`config.mk`:
```
export PLATFORM = sky130hd
export DESIGN_NAME = io_function_select
export DESIGN_NICKNAME = d
export VERILOG_FILES = /design/src/hdl/io_select_pkg.sv /design/src/hdl/io_function_select.sv
export SDC_FILE = /design/constraint.sdc
export NUM_CORES = 1
export LEC_CHECK = 0
export BUFFER_PORTS_ARGS = -buffer_cell sky130_fd_sc_hd__buf_2
export CAP_MARGIN = 20
export CORE_ASPECT_RATIO = 1.1
export CORE_MARGIN = 2
export CORE_UTILIZATION = 35
export CTS_BUF_LIST = sky130_fd_sc_hd__clkbuf_16
export CTS_CLUSTER_DIAMETER = 120
export DETAILED_ROUTE_END_ITERATION = 10
export SLEW_MARGIN = 20
export SYNTH_ARGS = -nofsm -noshare
export SYNTH_HDL_FRONTEND = slang
export SYNTH_SLANG_ARGS = --single-unit
```
`constraint.sdc`:
```
create_clock -name mclk -period 6.7 [get_ports mclk]
set_input_delay 1.34 -clock mclk [delete_from_list [all_inputs] [get_ports mclk]]
set_output_delay 1.34 -clock mclk [all_outputs]
set_load 0.03 [all_outputs]
```
`src/hdl/io_select_pkg.sv`:
```
// constants, function codes and parameter addresses of the configurable i/o selector
package io_select_pkg;
  localparam int unsigned NUM_LINES = 4;
  localparam int unsigned PAR_W = 16;
  // parameter addresses, one 16-bit parameter each
  localparam logic [15:0] ADDR_LINE1_FUNCTION_SELECT = 16'h0722;
  localparam logic [15:0] ADDR_LINE2_FUNCTION_SELECT = 16'h0724;
  localparam logic [15:0] ADDR_LINE3_FUNCTION_SELECT = 16'h0726;
  localparam logic [15:0] ADDR_LINE4_FUNCTION_SELECT = 16'h0728;
  localparam logic [15:0] ADDR_DIRECT_OUTPUT_SET = 16'h0822;
  localparam logic [15:0] ADDR_IO_STATUS_READOUT = 16'h082a;
  localparam logic [15:0] FUNCTION_SELECT_RESET = 16'h0000;
  localparam logic [15:0] DIRECT_OUTPUT_SET_RESET = 16'h0000;
  // function codes
  localparam logic [15:0] FN_IN_FREE = 16'h0001;
  localparam logic [15:0] FN_IN_FAULT_RESET = 16'h0002;
  localparam logic [15:0] FN_IN_ENABLE = 16'h0003;
  localparam logic [15:0] FN_IN_HALT = 16'h0004;
  localparam logic [15:0] FN_IN_JOG_POS = 16'h0009;
  localparam logic [15:0] FN_IN_JOG_NEG = 16'h000a;
  localparam logic [15:0] FN_IN_JOG_FAST = 16'h000b;
  localparam logic [15:0] FN_IN_REF_SWITCH = 16'h0014;
  localparam logic [15:0] FN_IN_POS_LIMIT = 16'h0015;
  localparam logic [15:0] FN_IN_NEG_LIMIT = 16'h0016;
  localparam logic [15:0] FN_OUT_FREE = 16'h0065;
  localparam logic [15:0] FN_OUT_NO_FAULT = 16'h0066;
  localparam logic [15:0] FN_OUT_ACTIVE = 16'h0067;
  // line indices that may carry the limit switch functions
  localparam int unsigned POS_LIMIT_LINE = 0;
  localparam int unsigned NEG_LIMIT_LINE = 1;
endpackage

```
`src/hdl/io_function_select.sv`:
```
// per-line function selection for the configurable digital i/o lines
// Functional notes
// - free-use input: no action, status only
// - code 2: fault reset, local mode only
// - code 3: power stage enable, local only
// - code 4: halt input
// - code 9: jog clockwise request
// - code 10: jog counterclockwise request
// - code 11: jog fast/slow select
// - code 20: reference switch for homing
// - code 21 positive limit, line one only
// - negative limit, line two only
// - code 101 driven from direct set bit
// - direct set writes only reach free outputs
// - direct set bit n drives output n
// - code 102 outputs no-fault indication
// - code 103 outputs operation-enabled indication
// - 16-bit read/write selector per line
// - common functions allowed on every line
// - status bit n shows line n level
module io_function_select
  import io_select_pkg::*;
#(
  parameter int unsigned LINES = NUM_LINES
) (
  // clock and reset
  input wire logic mclk,
  input wire logic rstn,
  // parameter access port
  input wire logic par_sel,
  input wire logic par_we,
  input wire logic [15:0] par_addr,
  input wire logic [15:0] par_wdata,
  output logic [15:0] par_rdata,
  output logic par_ack,
  output logic par_err,
  // configurable lines
  input wire logic [LINES-1:0] line_in,
  output logic [LINES-1:0] line_out,
  output logic [LINES-1:0] line_oe,
  // drive state
  input wire logic local_mode,
  input wire logic drive_fault,
  input wire logic op_enabled,
  // functions towards the drive
  output logic fault_reset_req,
  output logic enable_req,
  output logic halt_req,
  output logic jog_pos_req,
  output logic jog_neg_req,
  output logic jog_fast,
  output logic ref_switch,
  output logic positive_limit_switch,
  output logic negative_limit_switch
);

  // the address map and every register below are laid out for four lines
  if (LINES != NUM_LINES) begin : g_bad_lines
    $error("io_function_select serves exactly four lines");
  end
  // direct set and status carry one parameter bit per line
  if (LINES > PAR_W) begin : g_too_wide
    $error("io_function_select needs one parameter bit per line");
  end
  // both limit switch lines must exist
  if (POS_LIMIT_LINE >= LINES || NEG_LIMIT_LINE >= LINES) begin : g_bad_limits
    $error("io_function_select has no line for a limit switch");
  end
  // no line may be driven straight out of reset
  if (FUNCTION_SELECT_RESET >= FN_OUT_FREE) begin : g_bad_reset
    $error("io_function_select must come up with every line an input");
  end

  // selector group
  logic [15:0] func_sel [LINES];
  logic [15:0] next_func_sel [LINES];
  // direct output-set group
  logic [LINES-1:0] direct_set;
  logic [LINES-1:0] next_direct_set;
  // parameter answer group
  logic [15:0] next_par_rdata;
  logic next_par_ack;
  logic next_par_err;
  // address decode of the current access
  logic [15:0] sel_addr [LINES];
  logic par_write;
  logic dset_write;
  logic [LINES-1:0] addr_is_sel;
  logic addr_is_dset;
  logic addr_is_status;
  logic addr_known;
  logic [15:0] sel_read;
  logic [LINES-1:0] sel_write;
  logic [LINES-1:0] code_ok;
  logic code_refused;
  // per-line decode
  logic [LINES-1:0] line_level;
  logic [LINES-1:0] hit_reset;
  logic [LINES-1:0] hit_enable;
  logic [LINES-1:0] hit_halt;
  logic [LINES-1:0] hit_jog_pos;
  logic [LINES-1:0] hit_jog_neg;
  logic [LINES-1:0] hit_fast;
  logic [LINES-1:0] hit_ref;
  logic [LINES-1:0] hit_pos_lim;
  logic [LINES-1:0] hit_neg_lim;
  logic [LINES-1:0] is_free_out;
  // line driver group
  logic [LINES-1:0] next_line_out;
  logic [LINES-1:0] next_line_oe;
  // function output group
  logic next_fault_reset_req;
  logic next_enable_req;
  logic next_halt_req;
  logic next_jog_pos_req;
  logic next_jog_neg_req;
  logic next_jog_fast;
  logic next_ref_switch;
  logic next_pos_lim;
  logic next_neg_lim;

  assign sel_addr[0] = ADDR_LINE1_FUNCTION_SELECT;
  assign sel_addr[1] = ADDR_LINE2_FUNCTION_SELECT;
  assign sel_addr[2] = ADDR_LINE3_FUNCTION_SELECT;
  assign sel_addr[3] = ADDR_LINE4_FUNCTION_SELECT;
  assign par_write = par_sel && par_we;
  assign dset_write = par_write && addr_is_dset;

  // per-line decode of the selected function
  for (genvar i = 0; i < LINES; i++) begin : g_line
    // input functions; free-use input (code 1) decodes to nothing here
    always_comb begin
      hit_reset[i] = (func_sel[i] == FN_IN_FAULT_RESET) && line_in[i];
      hit_enable[i] = (func_sel[i] == FN_IN_ENABLE) && line_in[i];
      hit_halt[i] = (func_sel[i] == FN_IN_HALT) && line_in[i];
      hit_jog_pos[i] = (func_sel[i] == FN_IN_JOG_POS) && line_in[i];
      hit_jog_neg[i] = (func_sel[i] == FN_IN_JOG_NEG) && line_in[i];
      hit_fast[i] = (func_sel[i] == FN_IN_JOG_FAST) && line_in[i];
      hit_ref[i] = (func_sel[i] == FN_IN_REF_SWITCH) && line_in[i];
      hit_pos_lim[i] = (func_sel[i] == FN_IN_POS_LIMIT) && line_in[i];
      hit_neg_lim[i] = (func_sel[i] == FN_IN_NEG_LIMIT) && line_in[i];
    end

    // output functions
    always_comb begin
      is_free_out[i] = (func_sel[i] == FN_OUT_FREE);
      next_line_oe[i] = (func_sel[i] == FN_OUT_FREE)
                      || (func_sel[i] == FN_OUT_NO_FAULT)
                      || (func_sel[i] == FN_OUT_ACTIVE);
      case (func_sel[i])
        FN_OUT_FREE: next_line_out[i] = direct_set[i];
        FN_OUT_NO_FAULT: next_line_out[i] = ~drive_fault;
        FN_OUT_ACTIVE: next_line_out[i] = op_enabled;
        default: next_line_out[i] = 1'b0;
      endcase
    end

    // a driven line reports what it drives, an input reports the pin
    always_comb begin
      line_level[i] = line_oe[i] ? line_out[i] : line_in[i];
    end
  end

  // several lines may carry one function; any of them raises it
  always_comb begin
    // fault reset and enable only act under local control
    next_fault_reset_req = local_mode && (|hit_reset);
    next_enable_req = local_mode && (|hit_enable);
    next_halt_req = |hit_halt;
    next_jog_pos_req = |hit_jog_pos;
    next_jog_neg_req = |hit_jog_neg;
    next_jog_fast = |hit_fast;
    next_ref_switch = |hit_ref;
    next_pos_lim = |hit_pos_lim;
    next_neg_lim = |hit_neg_lim;
  end

  // address decode, shared by the groups behind the parameter port
  always_comb begin
    addr_is_dset = (par_addr == ADDR_DIRECT_OUTPUT_SET);
    addr_is_status = (par_addr == ADDR_IO_STATUS_READOUT);
    addr_is_sel = '0;
    code_ok = '0;
    sel_read = 16'h0000;
    for (int unsigned i = 0; i < LINES; i++) begin
      addr_is_sel[i] = (par_addr == sel_addr[i]);
      case (par_wdata)
        FN_IN_FREE, FN_IN_FAULT_RESET, FN_IN_ENABLE, FN_IN_HALT, FN_IN_JOG_POS,
        FN_IN_JOG_NEG, FN_IN_JOG_FAST, FN_IN_REF_SWITCH, FN_OUT_FREE,
        FN_OUT_NO_FAULT, FN_OUT_ACTIVE: code_ok[i] = 1'b1;
        // limit switch codes pass on their own line only
        FN_IN_POS_LIMIT: code_ok[i] = (i == POS_LIMIT_LINE);
        FN_IN_NEG_LIMIT: code_ok[i] = (i == NEG_LIMIT_LINE);
        default: code_ok[i] = 1'b0;
      endcase
      if (addr_is_sel[i]) begin
        sel_read = func_sel[i];
      end
    end
    addr_known = addr_is_dset || addr_is_status || (|addr_is_sel);
    sel_write = par_write ? (addr_is_sel & code_ok) : '0;
    code_refused = par_write && (|(addr_is_sel & ~code_ok));
  end

  // selector group: a refused code leaves the old selection in place
  always_comb begin
    next_func_sel = func_sel;
    for (int unsigned i = 0; i < LINES; i++) begin
      if (sel_write[i]) begin
        next_func_sel[i] = par_wdata;
      end
    end
  end

  // selectors come up with no function: every line an undriven input
  always_ff @(posedge mclk or negedge rstn) begin
    if (!rstn) begin
      for (int i = 0; i < LINES; i++) begin
        func_sel[i] <= FUNCTION_SELECT_RESET;
      end
    end else begin
      func_sel <= next_func_sel;
    end
  end

  // direct output-set group
  always_comb begin
    next_direct_set = direct_set;
    if (dset_write) begin
      // bits of lines not set up as free outputs keep their value
      next_direct_set = (direct_set & ~is_free_out)
                      | (par_wdata[LINES-1:0] & is_free_out);
    end
  end

  always_ff @(posedge mclk or negedge rstn) begin
    if (!rstn) begin
      direct_set <= DIRECT_OUTPUT_SET_RESET[LINES-1:0];
    end else begin
      direct_set <= next_direct_set;
    end
  end

  // parameter answer: one answer per selected cycle, one edge later
  always_comb begin
    next_par_rdata = par_rdata;
    next_par_ack = 1'b0;
    next_par_err = 1'b0;
    if (par_sel) begin
      next_par_ack = 1'b1;
      next_par_rdata = 16'h0000;
      if (addr_is_dset) begin
        next_par_rdata[LINES-1:0] = direct_set;
      end else if (addr_is_status) begin
        next_par_rdata[LINES-1:0] = line_level;
        // read-only: a write is refused
        next_par_err = par_we;
      end else begin
        // an unmapped address reads zero and is refused
        next_par_rdata = sel_read;
        next_par_err = !addr_known || code_refused;
      end
    end
  end

  // read data holds between accesses so a slow master can still take it
  always_ff @(posedge mclk or negedge rstn) begin
    if (!rstn) begin
      par_rdata <= 16'h0000;
      par_ack <= 1'b0;
      par_err <= 1'b0;
    end else begin
      par_rdata <= next_par_rdata;
      par_ack <= next_par_ack;
      par_err <= next_par_err;
    end
  end

  // line driver group
  always_ff @(posedge mclk or negedge rstn) begin
    if (!rstn) begin
      line_out <= '0;
      line_oe <= '0;
    end else begin
      line_out <= next_line_out;
      line_oe <= next_line_oe;
    end
  end

  // function outputs are registered levels, one edge behind their lines
  always_ff @(posedge mclk or negedge rstn) begin
    if (!rstn) begin
      fault_reset_req <= 1'b0;
      enable_req <= 1'b0;
      halt_req <= 1'b0;
      jog_pos_req <= 1'b0;
      jog_neg_req <= 1'b0;
      jog_fast <= 1'b0;
      ref_switch <= 1'b0;
      positive_limit_switch <= 1'b0;
      negative_limit_switch <= 1'b0;
    end else begin
      fault_reset_req <= next_fault_reset_req;
      enable_req <= next_enable_req;
      halt_req <= next_halt_req;
      jog_pos_req <= next_jog_pos_req;
      jog_neg_req <= next_jog_neg_req;
      jog_fast <= next_jog_fast;
      ref_switch <= next_ref_switch;
      positive_limit_switch <= next_pos_lim;
      negative_limit_switch <= next_neg_lim;
    end
  end

endmodule // io_function_select

```
==> reports/qor.csv <==
metric,value,unit
Synth Net Count,542,
syn avg cell area,10.2,sq um
WP data arrival,3.98,ns
setup repair bufs after CTS,0,
Vias,4249,
Synth Flop Type,dfrtp_1,
hold endpoint,par_rdata[9],
Num CTS Buffers,9,
clock transition at the registers of the reported paths,0.07,ns
Required @ worst endpoint,6.94,ns
Slew HR,0.415,
Slew @ Worst Pin,0.874,ns
Post-DRT Antenna Nets,0,
WL/cell,19.4,microns
Reg2Reg Depth,6,
vias in the first global route,4145,
Synth Area in XOR/XNOR,0,
met2 global-route usage,0.319,
FP Rows,46,
largest family of logic cells by synthesized area,simple AND/OR/NAND/NOR gates,
reg2reg setup slack,4.07,ns
Leak,0.00284,uW
"Distinct cells, synth",51,
proportion of layout cells with a drive suffix above 1,0.212,
Final Hold Fails,0,
MaxCap Viol Count,0,
GRT met1 Usage,0.249,
Hold Buf Count CTS,0,
Core ar.,0.0143,sq mm
Final Max Slew Viols,0,
status,finished clean,
synthesized area,0.00510,sq mm
clock share of power,0.406,
peak supply drop,0.000151,V
IO buf count,77,
Fill cells,1416,
Root Driver,clkbuf_16,
final setup vio count,0,
setup TNS,0,ns
Clock Skew,0.00667,ns
crit path launch type,input pin,
Sequential Power Share,0.523,
simple-gate area share of the yosys netlist,0.223,
die footprint,0.0156,sq mm
# nets final,605,
Combinational Power Share,0.071,
GR Util met3,0.0447,
post-synthesis compound-gate area fraction,0.159,
RSZ-0062 raised after global routing,no,
Crit Path Max Fanout,16,
fmax,0.267,GHz
Slowest Stage Delay on Critical Path,0.64,ns
Residual DRC,0,
Hold Crit Class,reg2reg,
crit path cell chain,"buf_2, nor4_2, nand3_1, or4_1, nor2_2, mux2_1",
Setup Crit Path Kind,in2reg,
Yosys Warn Count,0,
Syn Inst Count,499,
"FFs w/ async S/R, synth",1.00,
H-tree depth,3,
crit path capture type,register,
WL final,14700,microns
Worst Hold Depth,1,
P_sw,292,uW
Tot GR Track Use,0.193,
Power Density,202,mW/mm^2
worst reg2reg path startpoint,func_sel[44],
DR iter-0 viols,186,
antenna violations before repair,0,
Layout area overhead,16.1,%
largest net degree at the start of global routing,54,
busiest grt layer,met2,
slowest CP cell,or4_1,
hold_ws,0.490,ns
drt first pass iters,5,
register area,0.00258,sq mm
Worst-Skew Late Latency,0.35,ns
Die Y,131,microns
minimum clock period after layout,3.75,ns
Initial Util,0.356,
adder-cell share of the synthesized area,0,
PostCTS Resize Cnt,0,
multiplexer share of the synthesized area,0.0859,
Seq cells post-synth,103,
TritonCTS clock tree,done,
Sw Ratio,0.245,
Top Ports,78,
Final GP Congestion,0.937,
CTS sink cnt,103,
global route overflow,0,
Die Wd,119,microns
hold_sp,par_rdata[9],
fin crit share,0.559,
CTS max path bufs,2,
global-route wire length before repair,22800,microns
area occupied by multi-input gates,0.00239,sq mm
"EDFF count, synth",0,
DR vias/cell,5.60,
Final HPWL DP,10800,microns
ANT cells,0,
"Seq/Total Area, Yosys",0.505,
Int Pwr,901,uW
[kinds of logic (layout without fill, tap and decap cells)]
| kind of cell | count (synthesis) | after routing |
|---|---|---|
| DFF | 103 | 103 |
| buffers and inverters | 35 | 103 |
| and+or+nand+nor | 203 | 203 |
| AOI/OAI and AO/OA | 118 | 118 |
| muxes | 40 | 40 |
[metal layers]
metal,part of all wire,wire length [microns]
met5,0,0
met4,0.025,369
met3,0.047,696
met2,0.48,7000
met1,0.45,6660
[critical path: cells and delay by family]
kind	cells	cell delay (ns)
muxes	1	0.38
buffers and inverters	1	0.10
and+or+nand+nor	4	2.16
[layout by cell type (no fill, tap or decap), types with 5 or more instances in the layout]
cell type	instances
a211oi_1	7
a21oi_1	13
a22oi_1	13
a31oi_1	9
and2_1	22
and3_1	5
buf_2	76
clkbuf_16	9
dfrtp_1	103
inv_1	7
mux2_1	13
mux2_2	17
mux2i_1	10
nand2_1	40
nand2b_1	6
nand3_1	9
nor2_1	36
nor2b_1	24
nor3_1	22
nor4_1	5
o21ai_0	31
o22a_1	13
o22ai_1	7
o2bb2ai_1	12
or4_1	7
[state kept, by name, summed over array words and instances (netlist names), 4 cells and up, named ones only]
register and flops:
func_sel 64, line_oe 4, line_out 4, par_rdata 16
[cell type report]
type	count	share of cell area
sequential	103	0.435
clock inverter	7	0.00824
tap	192	0.0406
inverter	8	0.00507
multi-input combinational	361	0.405
clock buffer	9	0.0380
timing repair buffer	79	0.0681
[Yosys cell counts (all sizes together) (2+ instances only)]
| master | n | share of area |
|---|---|---|
| o22a | 13 | 0.022 |
| nor2b | 24 | 0.029 |
| and3 | 5 | 0.0061 |
| a22oi | 13 | 0.019 |
| nand2 | 41 | 0.030 |
| nor3 | 23 | 0.024 |
| and2 | 22 | 0.027 |
| or4b | 2 | 0.0039 |
| o221ai | 4 | 0.0069 |
| nand3b | 2 | 0.0029 |
| o2bb2ai | 12 | 0.021 |
| o21ai | 31 | 0.030 |
| a211oi | 7 | 0.010 |
| nor4b | 2 | 0.0034 |
| clkbuf | 25 | 0.018 |
| nor4bb | 2 | 0.0039 |
| mux2i | 10 | 0.020 |
| nor4 | 8 | 0.017 |
| and4b | 4 | 0.0079 |
| o22ai | 7 | 0.0086 |
| or4 | 8 | 0.013 |
| nand3 | 9 | 0.0088 |
| a21oi | 13 | 0.013 |
| mux2 | 30 | 0.066 |
| nand4 | 3 | 0.0037 |
| buf | 2 | 0.0025 |
| a22o | 2 | 0.0034 |
| nor2 | 37 | 0.028 |
| or3 | 3 | 0.0047 |
| inv | 7 | 0.0052 |
| o21a | 2 | 0.0029 |
| dfrtp | 103 | 0.51 |
| a31oi | 9 | 0.011 |
| nand2b | 6 | 0.0074 |
[worst max-delay path by stage]
stage | startpoint | to | cells after the start
after floorplan | par_addr[4] | func_sel[54] | 7
after detailed placement | par_addr[13] | func_sel[35] | 6
after global routing | par_addr[13] | func_sel[34] | 6
after global placement | par_addr[13] | func_sel[33] | 6
final | par_addr[13] | func_sel[35] | 6
after CTS | par_addr[13] | func_sel[35] | 6
[stage by stage]
step                      utilization  cell area, sq um  cells  total power [uW]  worst slack (ns)
after floorplan                     -              5100    499               676              3.40
after global placement          0.393              5640    743               721              2.67
after detailed placement        0.393              5640    743               721              2.54
after CTS                       0.412              5910    759              1210              2.91
after global routing            0.413              5920    759              1240              2.76
final                           0.413              5920    759              1190              2.95
[power groups by stage]
stage                     sequential (uW)  combinational [uW]  clock [uW]
after floorplan                       642                33.8           0
after CTS                             625                85.0         497
after global placement                637                84.3           0
final                                 625                84.6         484
after detailed placement              637                84.8           0
after global routing                  624                93.0         526
(Power assumes the default switching activity.)
